**src/pkg/dtd_regs.vh**
```
`ifndef DTD_REGS_VH
`define DTD_REGS_VH
// Frame layout: 8 command bits, 16 data bits, 2 spare, 6 check/spare bits
`define DTD_FRAME_BITS 32
`define DTD_CNT_W 6
`define DTD_CMD_HI 31
`define DTD_CMD_LO 24
`define DTD_DAT_HI 23
`define DTD_DAT_LO 8
// Command byte codes
`define DTD_CMD_BANK_SEL 8'h72
`define DTD_CMD_SW_TOGGLE 8'h73
`define DTD_CMD_WAVE_EN 8'h74
`define DTD_CMD_CH_SET 4'h1
`define DTD_CMD_CODE_WR 4'h0
// Channel settings field positions inside the 16 data bits
`define DTD_SET_MODE 8
`define DTD_SET_SRC_HI 5
`define DTD_SET_SRC_LO 4
`define DTD_SET_PER_HI 2
`define DTD_SET_PER_LO 0
`define DTD_SET_PH_HI 7
`define DTD_SET_PH_LO 6
// Clock source codes
`define DTD_SRC_SW 2'h0
`define DTD_SRC_P0 2'h1
`define DTD_SRC_P1 2'h2
`define DTD_SRC_P2 2'h3
// Reset values and channel count
`define DTD_RST8 8'h00
`define DTD_RST16 16'h0000
`define DTD_NCH 8
`endif

```
**src/logic/dtd_sine_lut.v**
```verilog
`timescale 1ns/1ps
// Quarter-sine table in 1/32 steps (64-sample column), registered read
module dtd_sine_lut (
    input wire clk_i, // System clock
    input wire [3:0] q_i, // Quarter index 0..15 (16 handled by caller)
    output reg [4:0] val_o // Sample magnitude in 1/32 units
);
    // Registered lookup; values are the N=64 column times 32
    always @(posedge clk_i) begin
        case (q_i)
            4'h0: val_o <= 5'h00;
            4'h1: val_o <= 5'h03;
            4'h2: val_o <= 5'h06;
            4'h3: val_o <= 5'h09;
            4'h4: val_o <= 5'h0c;
            4'h5: val_o <= 5'h0f;
            4'h6: val_o <= 5'h12;
            4'h7: val_o <= 5'h15;
            4'h8: val_o <= 5'h18;
            4'h9: val_o <= 5'h19;
            4'ha: val_o <= 5'h1b;
            4'hb: val_o <= 5'h1c;
            4'hc: val_o <= 5'h1e;
            4'hd: val_o <= 5'h1f;
            4'he: val_o <= 5'h1f;
            default: val_o <= 5'h1f; // 15; full scale 32 handled outside
        endcase
    end
endmodule // dtd_sine_lut

```
**src/logic/dtd_ctrl.v**
```verilog
`timescale 1ns/1ps
`include "dtd_regs.vh"
// Overview of operation
// RULE1: Command 0x72 writes input bank select.
// RULE2: Bank bit picks register A or B.
// RULE3: Command 0x73 writes software toggle bits.
// RULE4: Toggle bits change only at frame latch.
// RULE5: Command 0x74 writes enable bits.
// RULE6: Toggle channel disabled returns to A.
// RULE7: Dither disabled finishes period, then A.
// RULE8: Host gives N clocks before new codes.
// RULE9: Enabled dither steps on clock rising edge.
// RULE10: Not yet enabled channel outputs A.
// RULE11: Code write 0000 addr uses bank bit.
// RULE12: Host zeroes two amplitude LSBs.
// RULE13: Full dither amplitude is quarter span.
// RULE14: Mode 1 dither, source 10, period 64.
// RULE15: Host clocks at N times sine frequency.
// RULE16: Source code picks software bit or pin.
// RULE17: Period code selects N from 4 to 64.
// RULE18: Phase code picks 0/90/180/270 start.
// RULE19: Dither output is A plus B times D.
// RULE20: Frame is 32 bits, latched at rise.
// RULE21: Enable starts index at phase position.
module dtd_ctrl (
    input wire CLK_I, // System clock 100 MHz
    input wire RST_N_I, // Async reset, active low
    input wire SCK_I, // Serial clock pin
    input wire SDI_I, // Serial data pin
    input wire FRAME_LATCH_SELECT_N_I, // Frame select, low during frame
    input wire [2:0] WAVE_PINS_I, // External wave pins first..third
    input wire [2:0] CH_SEL_I, // Channel whose output code is shown
    output reg [15:0] DAC_CODE_O, // Output code of selected channel
    output reg [7:0] WAVE_ACTIVE_O // Channels currently in toggle/dither
);
    integer k; // Loop index for the register file
    integer j; // Loop index for clock selection, kept apart so each process owns its own
    integer m; // Loop index for the wave engine
    // Two-stage synchronisers for pins
    reg [5:0] s1_reg;
    reg [5:0] s2_reg;
    reg [5:0] s3_reg; // Previous synced value for edge detection
    wire sck_rise = s2_reg[0] & ~s3_reg[0];
    wire cs_fall = ~s2_reg[2] & s3_reg[2];
    wire cs_rise = s2_reg[2] & ~s3_reg[2];
    always @(posedge CLK_I or negedge RST_N_I) begin
        if (!RST_N_I) begin
            s1_reg <= 6'h3f;
            s2_reg <= 6'h3f;
            s3_reg <= 6'h3f;
        end else begin
            s1_reg <= {WAVE_PINS_I, FRAME_LATCH_SELECT_N_I, SDI_I, SCK_I};
            s2_reg <= s1_reg;
            s3_reg <= s2_reg;
        end
    end
    // Frame shifter; the last 32 bits before the latch edge count
    reg [31:0] sh_reg;
    reg [`DTD_CNT_W:0] cnt_reg;
    always @(posedge CLK_I or negedge RST_N_I) begin
        if (!RST_N_I) begin
            sh_reg <= 32'h00000000;
            cnt_reg <= 7'h00;
        end else if (cs_fall) begin
            cnt_reg <= 7'h00;
        end else if (sck_rise && !s2_reg[2]) begin
            sh_reg <= {sh_reg[30:0], s2_reg[1]};
            if (cnt_reg != 7'h7f) begin
                cnt_reg <= cnt_reg + 7'h01;
            end
        end
    end
    wire frame_ok = cs_rise && (cnt_reg >= `DTD_FRAME_BITS); // RULE20
    wire [7:0] cmd = sh_reg[`DTD_CMD_HI:`DTD_CMD_LO];
    wire [15:0] dat = sh_reg[`DTD_DAT_HI:`DTD_DAT_LO];
    wire [7:0] odd_bits = {dat[14], dat[12], dat[10], dat[8], dat[6], dat[4], dat[2], dat[0]};
    wire [2:0] adr = cmd[2:0];
    // Registers and per-channel storage
    reg [7:0] input_bank_select_reg;
    reg [7:0] software_toggle_bits_reg;
    reg [7:0] wave_activate_bits_reg;
    reg [15:0] a_reg [0:7];
    reg [15:0] b_reg [0:7];
    reg [7:0] mode_reg;
    reg [1:0] wave_clock_source_reg [0:7];
    reg [2:0] wave_period_code_reg [0:7];
    reg [1:0] wave_phase_code_reg [0:7];
    always @(posedge CLK_I or negedge RST_N_I) begin
        if (!RST_N_I) begin
            input_bank_select_reg <= `DTD_RST8;
            software_toggle_bits_reg <= `DTD_RST8;
            wave_activate_bits_reg <= `DTD_RST8;
            mode_reg <= `DTD_RST8;
            for (k = 0; k < `DTD_NCH; k = k + 1) begin
                a_reg[k] <= `DTD_RST16;
                b_reg[k] <= `DTD_RST16;
                wave_clock_source_reg[k] <= `DTD_SRC_SW; // RULE16
                wave_period_code_reg[k] <= 3'h0; // RULE17
                wave_phase_code_reg[k] <= 2'h0; // RULE18
            end
        end else if (frame_ok) begin
            if (cmd == `DTD_CMD_BANK_SEL) begin
                input_bank_select_reg <= odd_bits; // RULE1
            end else if (cmd == `DTD_CMD_SW_TOGGLE) begin
                software_toggle_bits_reg <= odd_bits; // RULE3 RULE4
            end else if (cmd == `DTD_CMD_WAVE_EN) begin
                wave_activate_bits_reg <= odd_bits; // RULE5
            end else if (cmd[7:4] == `DTD_CMD_CODE_WR && !cmd[3]) begin
                // Bank bit steers the code into A or B
                if (input_bank_select_reg[adr]) begin // RULE2 RULE11
                    b_reg[adr] <= dat;
                end else begin
                    a_reg[adr] <= dat;
                end
            end else if (cmd[7:4] == `DTD_CMD_CH_SET && !cmd[3]) begin
                mode_reg[adr] <= dat[`DTD_SET_MODE]; // RULE14
                wave_clock_source_reg[adr] <= dat[`DTD_SET_SRC_HI:`DTD_SET_SRC_LO];
                wave_period_code_reg[adr] <= dat[`DTD_SET_PER_HI:`DTD_SET_PER_LO];
                wave_phase_code_reg[adr] <= dat[`DTD_SET_PH_HI:`DTD_SET_PH_LO];
            end
        end
    end
    // Per-channel wave engine: index counts 0..63 in 64-sample units
    reg [7:0] run_reg; // Channel still producing waves
    reg [7:0] tck_prev_reg;
    reg [5:0] idx_reg [0:7];
    reg [5:0] start_reg [0:7]; // Index where the period began
    reg [5:0] step [0:7]; // Index step per channel in 64ths
    reg [7:0] tck;
    // Clock source mux and step size; combinational so the engine stays purely registered
    always @* begin
        for (j = 0; j < `DTD_NCH; j = j + 1) begin
            // Step size in 64ths: 16 for N=4 down to 1 for N=64
            step[j] = 6'h10 >> wave_period_code_reg[j]; // RULE17
            case (wave_clock_source_reg[j]) // RULE16 RULE14
                `DTD_SRC_SW: tck[j] = software_toggle_bits_reg[j];
                `DTD_SRC_P0: tck[j] = s2_reg[3];
                `DTD_SRC_P1: tck[j] = s2_reg[4];
                default: tck[j] = s2_reg[5];
            endcase
        end
    end
    always @(posedge CLK_I or negedge RST_N_I) begin
        if (!RST_N_I) begin
            run_reg <= `DTD_RST8;
            tck_prev_reg <= `DTD_RST8;
            for (m = 0; m < `DTD_NCH; m = m + 1) begin
                idx_reg[m] <= 6'h00;
                start_reg[m] <= 6'h00;
            end
        end else begin
            tck_prev_reg <= tck;
            for (m = 0; m < `DTD_NCH; m = m + 1) begin
                if (wave_activate_bits_reg[m] && !run_reg[m]) begin
                    run_reg[m] <= 1'b1;
                    idx_reg[m] <= {wave_phase_code_reg[m], 4'h0}; // RULE21 RULE18
                    start_reg[m] <= {wave_phase_code_reg[m], 4'h0};
                end else if (run_reg[m] && !mode_reg[m] && !wave_activate_bits_reg[m]) begin
                    run_reg[m] <= 1'b0; // RULE6
                end else if (run_reg[m] && mode_reg[m] && tck[m] && !tck_prev_reg[m]) begin
                    idx_reg[m] <= idx_reg[m] + step[m]; // RULE9
                    // Stop once the period wraps back to its start when disabled
                    if (!wave_activate_bits_reg[m] && (idx_reg[m] + step[m] == start_reg[m])) begin
                        run_reg[m] <= 1'b0; // RULE7
                    end
                end
            end
        end
    end
    // Output path for the selected channel
    wire [5:0] ix = idx_reg[CH_SEL_I];
    // Mirror the second and fourth quarters; 4-bit wrap gives 16 - i, and 16 itself is caught by full
    wire [3:0] q = ix[4] ? (4'h0 - ix[3:0]) : ix[3:0];
    // Peak samples equal one: table entries 15 and 16 both reach full scale
    wire full = (ix[4] && ix[3:0] == 4'h0) || (q == 4'hf);
    wire [4:0] mag;
    dtd_sine_lut u_lut (
        .clk_i(CLK_I),
        .q_i(q),
        .val_o(mag)
    );
    reg [2:0] ch_d_reg;
    reg full_d_reg;
    reg neg_d_reg;
    always @(posedge CLK_I or negedge RST_N_I) begin
        if (!RST_N_I) begin
            ch_d_reg <= 3'h0;
            full_d_reg <= 1'b0;
            neg_d_reg <= 1'b0;
        end else begin
            ch_d_reg <= CH_SEL_I;
            full_d_reg <= full;
            neg_d_reg <= ix[5];
        end
    end
    // B times D, where D is mag/32 and full amplitude is a quarter span
    wire [15:0] bv = b_reg[ch_d_reg];
    wire [21:0] prod = full_d_reg ? {1'b0, bv, 5'h00} : bv * {1'b0, mag}; // RULE13
    wire [15:0] delta = prod[20:5] >> 2; // RULE13
    wire [15:0] av = a_reg[ch_d_reg];
    wire [15:0] wave = neg_d_reg ? av - delta : av + delta; // RULE19
    wire sel_tck = tck[ch_d_reg];
    always @(posedge CLK_I or negedge RST_N_I) begin
        if (!RST_N_I) begin
            DAC_CODE_O <= `DTD_RST16;
            WAVE_ACTIVE_O <= `DTD_RST8;
        end else begin
            WAVE_ACTIVE_O <= run_reg;
            if (!run_reg[ch_d_reg]) begin
                DAC_CODE_O <= av; // RULE10 RULE6
            end else if (mode_reg[ch_d_reg]) begin
                DAC_CODE_O <= wave; // RULE9
            end else begin
                DAC_CODE_O <= sel_tck ? av : b_reg[ch_d_reg];
            end
        end
    end
endmodule // dtd_ctrl

```
**config.mk**
```make
export PLATFORM = sky130hd
export DESIGN_NAME = dtd_ctrl
export DESIGN_NICKNAME = d
export VERILOG_FILES = /design/src/logic/dtd_sine_lut.v /design/src/logic/dtd_ctrl.v
export VERILOG_INCLUDE_DIRS = /design/src /design/src/pkg
export SDC_FILE = /design/constraint.sdc
export NUM_CORES = 1
export LEC_CHECK = 0
export ABC_AREA = 1
export BUFFER_PORTS_ARGS = -buffer_cell sky130_fd_sc_hd__clkbuf_2
export CORE_ASPECT_RATIO = 1.75
export CORE_MARGIN = 2
export CORE_UTILIZATION = 40
export CTS_BUF_LIST = sky130_fd_sc_hd__clkbuf_8
export CTS_CLUSTER_DIAMETER = 40
export CTS_CLUSTER_SIZE = 28
export DETAILED_ROUTE_END_ITERATION = 6
export PLACE_DENSITY = 0.53
export SKIP_CTS_REPAIR_TIMING = 1
export SYNTH_ARGS = -nofsm -noshare
export SYNTH_HDL_FRONTEND = slang
export SYNTH_SLANG_ARGS = --single-unit
```
**constraint.sdc**
```tcl
create_clock -name CLK_I -period 7.4 [get_ports CLK_I]
set_input_delay 1.11 -clock CLK_I [delete_from_list [all_inputs] [get_ports CLK_I]]
set_output_delay 1.11 -clock CLK_I [all_outputs]
set_load 0.1 [all_outputs]
```
# --- After elaboration in Yosys (flattened, before gate mapping) ---
# Memories as Yosys holds them, arrays and structs flattened. A register that Yosys moved wholly into a read port is not among the register bits.
# Index checks and enable logic that the tools add are counted.
word_totals:
  register_bits: 507
  mem_bits_ro: 80
  inputBits: 11
  output_inout_bits: 24
  mem_count: 1
mem_list:
  columns: ["memory", "depth", "word_bits", "read_ports", "rd_ports_with_merged_regs", "write_ports", "line_no", "rtl"]
  rows:
  - ["(no name shown)", 16, 5, 1, 1, 0, "dtd_sine_lut.v:10", "case (q_i)"]
op_classes:
  add_sub_neg: 12
  n_mul: 1
  n_lt_le_gt_ge: 8
  n_eq_ne: 38
  n_shift: 8
  mux: 104
  bitwise: 15
  n_reduce_logical: 158
op_table:
  columns: ["operator", "count"]
  rows:
  - ["128-bit bitwise mux", 2]
  - ["6-bit 2-to-1 mux", 26]
  - ["16-bit 2-to-1 mux", 9]
  - ["16-bit binary-select mux with 3-bit select", 2]
  - ["1-bit logical AND", 63]
  - ["6-bit adder", 8]
  - ["16-bit demux with 3-bit select", 1]
  - ["6-bit equality test", 8]
  - ["3-bit nonzero test", 16]
  - ["5-bit by 3-bit >> shifter with 6-bit output, first input constant", 8]
  - ["2-bit AND reduction", 19]
  - ["1-bit 2-to-1 mux", 37]
  - ["1-bit zero test", 34]
  - ["16-bit bitwise mux", 2]
  - ["24-bit bitwise mux", 1]
  - ["8-bit by 7-bit equality test with 1-bit output, second input constant", 3]
  - ["1-bit case mux with 3 select lines", 8]
  - ["16-bit by 5-bit multiplier with 21-bit output", 1]
  - ["21-bit 2-to-1 mux", 1]
  - ["7-bit 2-to-1 mux", 3]
  - ["2-bit nonzero test", 10]
  - ["6-bit binary-select mux with 3-bit select", 1]
  - ["6-bit AND reduction", 3]
  - ["16-bit by 14-bit adder with 16-bit output", 1]
  - ["30 further kinds", 77]

# --- Longest topological paths before layout ---
# Gate-level depths: netlist of the first run.
logic_depth:
  depth_word: 10
  depth_mapped: 44

# --- By module ---
# From an unflattened synthesis of the first run, not the netlist that was laid out.
unflattened:
  hier_cells: 3329
  area_unflattened_um2: 27335.0
modules_own_cells:
  columns: ["module", "n_inst", "cells_per_inst", "area_each_um2"]
  rows:
  - ["dtd_ctrl", 1, 3298, 27089.7]
  - ["dtd_sine_lut", 1, 31, 245.2]

# --- Worst setup path after synthesis of the first run ---
# No wires, ideal clock.
synth_timing:
  path_kind: "register to register"
  start: "register ch_d_reg[1]"
  end: "register DAC_CODE_O[15]"
  setup_ns: 0.073
  arrival_time_ns: 6.567
  t_required_ns: 7.327
  setup_slack_ns: 0.760
  stages_incl_launch_ff: 39
  path_buffers: 2
  synth_period_minus_slack_ns: 6.640
  path_cell_list: "dfrtp_1 > buf_2 > clkbuf_1 > o21ai_0 > o22ai_1 > inv_1 > o21ai_0 > inv_1 > nor2_1 > fa_1 > fa_1 > inv_1 > fa_1 > inv_1 > ha_1 > nand2_1 > nor4_1 > nand2_2 > [... 3 more ...] > o21a_1 > nand3_1 > o31ai_1 > xor2_1 > ha_1 > nand2_1 > o21ai_0 > nand2_1 > nand2_1 > a21oi_1 > o21ai_0 > nand2_1 > o21ai_0 > xnor2_1 > inv_1 > nand3_1 > nand3_2 > a21oi_2"
synth_via:
  elab_chain_cells: 10
  word_cells_on_any_way: 21
synth_lines:
  columns: ["item", "line_no", "rtl"]
  rows:
  - ["start, declared", "dtd_ctrl.v:182", "reg [2:0] ch_d_reg;"]
  - ["start signal, assigned", "dtd_ctrl.v:187", "ch_d_reg <= 3'h0;"]
  - ["start signal, assigned", "dtd_ctrl.v:191", "ch_d_reg <= CH_SEL_I;"]
  - ["3-bit NOT with 4-bit output (not written as such)", "dtd_ctrl.v:197, dtd_ctrl.v:200, dtd_ctrl.v:214", null]
  - ["16-bit binary-select mux with 3-bit select", "dtd_ctrl.v:197, dtd_ctrl.v:214", null]
  - ["16-bit 2-to-1 mux (not written as such) (2 in a row)", "dtd_ctrl.v:197, dtd_ctrl.v:214", null]
  - ["16-bit by 5-bit multiplier with 21-bit output", "dtd_ctrl.v:198", "wire [21:0] prod = full_d_reg ? {1'b0, bv, 5'h00} : bv * {1'b0, mag};"]
  - ["21-bit 2-to-1 mux", "dtd_ctrl.v:198", null]
  - ["16-bit by 14-bit adder with 16-bit output or 16-bit by 14-bit subtractor with 16-bit output (tied branches)", "dtd_ctrl.v:201", "wire [15:0] wave = neg_d_reg ? av - delta : av + delta;"]
  - ["16-bit 2-to-1 mux", "dtd_ctrl.v:201", null]
  - ["16-bit 2-to-1 mux", "dtd_ctrl.v:211", "end else if (mode_reg[ch_d_reg]) begin"]
  - ["16-bit 2-to-1 mux (*)", "dtd_ctrl.v:209", "if (!run_reg[ch_d_reg]) begin"]
  - ["end signal, assigned", "dtd_ctrl.v:210", "DAC_CODE_O <= av;"]
  - ["end signal, assigned", "dtd_ctrl.v:212", "DAC_CODE_O <= wave;"]
  - ["end signal, assigned", "dtd_ctrl.v:214", "DAC_CODE_O <= sel_tck ? av : b_reg[ch_d_reg];"]
  - ["end, declared", "dtd_ctrl.v:33", "output reg [15:0] DAC_CODE_O,"]
# Every way passes the cells marked *; elsewhere a longest branch is shown, timed or not. The select of a mux whose other input is x is not followed.
# A chain may end at the register's enable or synchronous reset.

# --- Final worst setup path of the first run ---
layout_timing:
  start: "register ch_d_reg[0]"
  end: "register DAC_CODE_O[14]"
# The elaborated chain is that of the path after synthesis.

==> results of run 1 <==
==> synthesized netlist by cell type (all sizes together), types with 8 or more instances <==
library cell | number | area share (%)
a31oi | 29 | 0.69
o211ai | 15 | 0.41
o21ai | 627 | 12
o22ai | 34 | 0.78
fa | 50 | 3.7
dfrtp | 492 | 45
and2 | 10 | 0.24
xnor2 | 16 | 0.51
o21bai | 8 | 0.22
nand2 | 772 | 11
o221ai | 26 | 0.83
a32oi | 10 | 0.32
dfstp | 14 | 1.3
a21oi | 116 | 2.2
buf | 32 | 0.66
nor2 | 297 | 4.2
nor4 | 10 | 0.23
clkbuf | 142 | 2.0
ha | 89 | 4.1
nand3 | 121 | 2.3
xor2 | 43 | 1.4
or2 | 9 | 0.21
inv | 284 | 3.9
nor3 | 52 | 0.95
==> area by class of cell <==
class	instances	share of cell area, %
multi-input cells	2375	42.56
flip-flops and latches	511	41.78
repair buffers	128	3.819
well taps	896	3.664
inverters	291	3.611
clock buffers	60	2.699
clock inverters	46	1.860
diodes	1	0.008178
==> power by group <==
part	switching, mW	leakage (nW)	internal [mW]
Sequential	0.0473	7.02	2.84
Clock	1.26	0.697	1.02
Combinational	1.78	6.55	1.00
==> cells by family (layout without fill, tap and decap cells) <==
kind of cell             after synthesis  in the layout  share of synthesized area (%)
other                                  0              1                              0
AO/OA/AOI/OAI                        889            889                          17.67
adder cells (fa/ha/maj)              139            139                          7.740
AND/OR/NAND/NOR                     1288           1288                          19.30
flip-flops                           511            511                          46.78
buffers and inverters                465            525                          6.622
XOR/XNOR                              59             59                          1.891
==> worst paths after layout <==
check,start,end,depth (start not counted)
setup / recovery,ch_d_reg[0],DAC_CODE_O[14],36
hold / removal,s1_reg[1],s2_reg[1],0
setup reg to reg,ch_d_reg[0],DAC_CODE_O[14],36
hold reg to reg,s1_reg[1],s2_reg[1],0
max in group asynchronous,RST_N_I,a_reg[83],2
min in group asynchronous,RST_N_I,idx_reg[16],1
==> cell usage in the layout, fill, tap and decap left out, types with 10 or more instances in the layout <==
cell / count
a21oi_1: 98
a21oi_2: 17
a31oi_1: 25
a32oi_1: 10
buf_4: 73
clkbuf_2: 33
clkbuf_8: 60
dfrtp_1: 490
dfstp_2: 14
fa_1: 49
ha_1: 84
inv_1: 281
nand2_1: 744
nand2_2: 26
nand3_1: 114
nor2_1: 284
nor2_2: 10
nor3_1: 50
o211ai_1: 15
o21ai_0: 604
o21ai_1: 15
o221ai_1: 22
o22ai_1: 34
xnor2_1: 16
xor2_1: 43
==> layer usage <==
metal	up-vias	share of wire, %
met4	0	4.9
met1	11230	39
met3	157	3.3
met2	521	53
met5	-	0
li1	11120	-
==> per-stage QoR <==
| step | TNS [ns] | area (µm²) |
|---|---|---|
| after global placement | -0.1124 | 28560 |
| final | 0 | 30600 |
| after CTS | -0.3373 | 29960 |
| after detailed placement | -0.1787 | 28560 |
| after floorplan | 0 | 27320 |
| after global routing | -0.1354 | 30600 |
==> flow_metrics.env, run 1 <==
export IMPL_areaGrowthSynthToFinish_pct=12.00
export IMPL_antenna_found_initial=1
export IMPL_tightest_slew_ns=1.297
export IMPL_use_met1_pct=26.79
export IMPL_synth_seq_cells=511
export IMPL_outcome="finished, final reports clean"
export IMPL_avgSynthCellArea_um2=8.153
export IMPL_htreeDepth=2
export IMPL_worst_slack_ns=0.2994
export IMPL_tritoncts="built"
export IMPL_first_iter_violations=1403
export IMPL_worstSetupEndpointType="register"
export IMPL_syn_inst=3351
export IMPL_grt_usage_pct=23.54
export IMPL_grtUsageMet3_pct=2.291
export IMPL_dp_slack_ns=-0.09072
export IMPL_critPathMostFrequentCell="nand2_1"
export IMPL_crit_buf_inv=7
export IMPL_core_um2=67470
export IMPL_drc=0
export IMPL_crit_type="reg -> reg"
export IMPL_max_freq_mhz=140.8
export IMPL_numCtsBuffers=57
export IMPL_io_buffer_count=34
export IMPL_critPathMaxFanout=8
export IMPL_grt_pass1_wl_um=129800
export IMPL_worst_path_largest_cell_delay_ns=0.58
export IMPL_max_slew_margin_pct=13.30
export IMPL_wl_per_cell_um=19.35
export IMPL_yosys_cell_types_count=59
export IMPL_drtAntennaViolNets=0
export IMPL_syn_nets=3501
export IMPL_numClockSinks=511
export IMPL_die_w_um=201.6
export IMPL_power_density_nw_per_um2=260.0
export IMPL_fin_skew_ns=0.02992
export IMPL_yosysWarnings=0
export IMPL_syn_area_um2=27320
export IMPL_first_pass_iters=6
export IMPL_grt_use_met2_pct=44.03
export IMPL_synth_edf_count=0
export IMPL_maxCapViolations=0
export IMPL_rsz0062_at_grt="true"
export IMPL_cts_root_buffer="clkbuf_8"
export IMPL_critPathSlowestCell="dfrtp_4"
export IMPL_crit_arrival_ns=7.69
export IMPL_vias=23040
export IMPL_min_period_ns=7.101
export IMPL_clk_pin_slew_ns=0.11
export IMPL_grt_ovfl_total=0
export IMPL_p_leak_nw=14.27
export IMPL_multi_input_area_um2=13020
export IMPL_routabilityCongestion=0.8915
export IMPL_grt_pass1_vias=23090
export IMPL_slew_violations=0
export IMPL_cts_path_max_buffers=3
export IMPL_drt_wl_total_um=83370
export IMPL_dpl_cell_count=4181
export IMPL_required_ns=7.99
export IMPL_dp_hpwl_um=57190
export IMPL_rows=126
export IMPL_yosysSeqAreaShare_pct=46.78
export IMPL_grt_max_degree=137
export IMPL_r2r_slack_ns=0.30
export IMPL_busiest_layer="met2"
export IMPL_die_area_um2=70490
export IMPL_hold_violations=0
export IMPL_setup_violations=0
export IMPL_post_route_util_pct=45.35
export IMPL_ios=35
export IMPL_worstHoldPathType="reg -> reg"
export IMPL_vias_per_cell=5.347
export IMPL_critPathLaunchType="register"
export IMPL_layout_drive_gt1_share_pct=10.50
export IMPL_power_total_mw=7.957
export IMPL_final_cells=4308
export IMPL_max_vdd_ir_drop_v=0.0003468
export IMPL_fin_nets=3514
export IMPL_fillers=6837
export IMPL_fp_dieH_um=349.7
export IMPL_critPathTopFamily="adder cells"
export IMPL_period_share_pct=95.95
export IMPL_holdWs_ns=0.3517
export IMPL_clock_latency_ns=0.71
export IMPL_synthArstFlopShare_pct=99.02
export IMPL_initial_core_util_pct=40.49
export IMPL_synth_ff_type="dfrtp_1"
export IMPL_regArea_um2=12780
Power figures use the tool's default switching activity.
==> inputs of run 2 (changes only) <==
ABC_AREA = not set   (was 1)
==> run 2 against run 1 <==
- highest routed layer unchanged
- non-clock buffer count rose by 87
- critical path type unchanged
- global-route usage decreased by 2.8 points
- the run now ends with setup timing left
- final cell count shrank 25%
- hold slack better by 0.0011 ns
- register-to-register slack lost 0.56 ns
- synthesized cell count shrank 37%
==> flow_metrics.env, run 2 <==
export IMPL_outcome="complete, but fails checks"
export IMPL_violations="setup timing"
export IMPL_maxCapViolations=0
export IMPL_final_cells=3222
export IMPL_crit_start="ch_d_reg[0]"
export IMPL_crit_arrival_ns=8.18
export IMPL_fp_dieH_um=350.3
export IMPL_max_vdd_ir_drop_v=0.0001216
export IMPL_yosysWarnings=0
export IMPL_drt_wl_total_um=72260
export IMPL_grt_ovfl_total=0
export IMPL_p_int_mw=3.873
export IMPL_clockPowerShare_pct=42.2
export IMPL_wl_per_cell_um=22.43
export IMPL_layout_common_cells="dfrtp_1, mux2_2, buf_4"
export IMPL_p_leak_nw=15.55
export IMPL_dpl_cell_count=3103
export IMPL_power_density_nw_per_um2=162.2
export IMPL_dp_slack_ns=-0.4429
export IMPL_grt_pass1_wl_um=112100
export IMPL_cts_root_buffer="clkbuf_8"
export IMPL_syn_area_um2=27410
export IMPL_htreeDepth=2
export IMPL_max_slew_margin_pct=4.683
export IMPL_first_iter_violations=664
export IMPL_tightest_slew_ns=1.419
export IMPL_hold_violations=0
export IMPL_die_w_um=201.9
export IMPL_r2r_start="ch_d_reg[0]"
export IMPL_seq_power_share_pct=54.9
export IMPL_vias_per_cell=5.472
export IMPL_fin_skew_ns=0.05275
export IMPL_grt_pass1_vias=19130
export IMPL_place_area_um2=29650
export IMPL_worst_slack_ns=-0.2607
export IMPL_post_synth_top_count_cell="dfrtp_1"
export IMPL_holdWs_ns=0.3528
export IMPL_final_common_cell="dfrtp_1"
export IMPL_post_route_util_pct=46.47
export IMPL_max_freq_mhz=130.5
export IMPL_r2r_end="DAC_CODE_O[15]"
export IMPL_worst_path_largest_cell_delay_ns=0.58
export IMPL_layout_drive_gt1_share_pct=40.29
export IMPL_critPathLaunchType="register"
export IMPL_cts_path_max_buffers=3
export IMPL_critPathMostFrequentCell="fa_1"
export IMPL_numCtsBuffers=53
export IMPL_rsz0062_at_grt="true"
export IMPL_netlist_top_cell_by_area="dfrtp_1"
export IMPL_synth_seq_cells=511
export IMPL_slew_violations=0
export IMPL_numClockSinks=511
export IMPL_power_switching_mw=1.266
export IMPL_first_pass_iters=4
export IMPL_io_buffer_count=34
export IMPL_synthTopCellsByCount="dfrtp_1, mux2_2, mux4_2"
export IMPL_antenna_found_initial=1
export IMPL_syn_nets=2264
export IMPL_crit_type="reg -> reg"
export IMPL_synth_edf_count=0
export IMPL_die_area_um2=70710
export IMPL_switching_share_pct=24.64
export IMPL_synth_area_leaders="dfrtp_1, mux2_2, mux4_2"
export IMPL_core_um2=68170
export IMPL_p_comb_share_pct=2.9
export IMPL_crit_end="DAC_CODE_O[15]"
export IMPL_power_total_mw=5.140
export IMPL_yosysTopAreaCellShare_pct=44.92
export IMPL_critPathMaxFanout=6
export IMPL_worstHoldPathType="reg -> reg"
export IMPL_critPathSlowestCell="or4_4"
export IMPL_design_area_um2=31680
export IMPL_period_share_pct=103.5
export IMPL_clk_pin_slew_ns=0.08
export IMPL_routabilityCongestion=0.8689
export IMPL_synth_ff_type="dfrtp_1"
export IMPL_initial_core_util_pct=40.21
export IMPL_grt_usage_pct=20.78
export IMPL_fin_nets=2425
export IMPL_grt_max_degree=178
export IMPL_avgSynthCellArea_um2=12.96
export IMPL_ios=35
export IMPL_min_period_ns=7.661
export IMPL_drtAntennaViolNets=0
export IMPL_worstSetupEndpointType="register"
export IMPL_vias=17630
export IMPL_setup_violations=1
export IMPL_reg2reg_depth=31
export IMPL_tritoncts="built"
export IMPL_r2r_slack_ns=-0.26
export IMPL_yosysSeqAreaShare_pct=46.63
export IMPL_required_ns=7.91
export IMPL_clock_latency_ns=0.72
export IMPL_yosys_cell_types_count=73
export IMPL_syn_inst=2114
export IMPL_drc=0
export IMPL_dp_hpwl_um=50730
export IMPL_areaGrowthSynthToFinish_pct=15.59
export IMPL_synthArstFlopShare_pct=99.02
export IMPL_setup_tns_ns=-0.2607
export IMPL_rows=127
run 2: how the worst min path moves through the flow:
stage	startpoint	to	slack [ns]	cells past startpoint
floorplan	s1_reg[0]	s2_reg[0]	0.35	0
global placement	s1_reg[5]	s2_reg[5]	0.35	0
detailed placement	s1_reg[1]	s2_reg[1]	0.35	0
CTS	RST_N_I	wave_phase_code_reg[12]	0.35	1
global route	s1_reg[5]	s2_reg[5]	0.36	0
finish	s1_reg[4]	s2_reg[4]	0.35	0
run 2: worst max-delay path, delay by kind of cell (launching register included):
kind | cells | cell delay (ns)
compound gates | 13 | 1.97
fa+ha+maj | 5 | 2.10
buf+inv | 5 | 0.52
simple gates | 4 | 1.25
xor+xnor | 2 | 0.33
mux | 2 | 0.77
flops | 1 | 0.55
run 2: power by group through the flow:
| stage | logic, mW | clock network, mW | registers [mW] |
|---|---|---|---|
| 3_3_place_gp | 0.144 | 0 | 2.88 |
| 4_1_cts | 0.148 | 2.25 | 2.82 |
| 5_1_grt | 0.168 | 2.35 | 2.83 |
| 3_5_place_dp | 0.147 | 0 | 2.88 |
| 6_report | 0.149 | 2.17 | 2.82 |
| 2_1_floorplan | 0.0644 | 0 | 2.87 |
run 2: final cells by class:
cell class / instances / area (µm²)
Sequential cell: 511 / 12790
Inverter: 83 / 311.5
Timing Repair Buffer: 215 / 1663
Clock inverter: 38 / 464.2
Antenna cell: 1 / 2.502
Tap cell: 903 / 1130
Fill cell: 6192 / 36490
Clock buffer: 60 / 825.8
Multi-Input combinational cell: 1411 / 14490
run 2: logic make-up after synthesis:
family / share of synthesized area (%)
AO/OA/AOI/OAI: 5.807
XOR/XNOR: 2.812
adder cells (fa/ha/maj): 7.715
buffers and inverters: 2.712
flip-flops: 46.63
multiplexers: 26.74
AND/OR/NAND/NOR: 7.583
run 2: per-layer routing:
layer	up-vias	wire [µm]	GRT usage, %
li1	7973	-	-
met1	9245	27160	22.77
met2	259	39590	39.50
met3	153	1945	2.666
met4	0	3564	9.649
met5	-	0	0
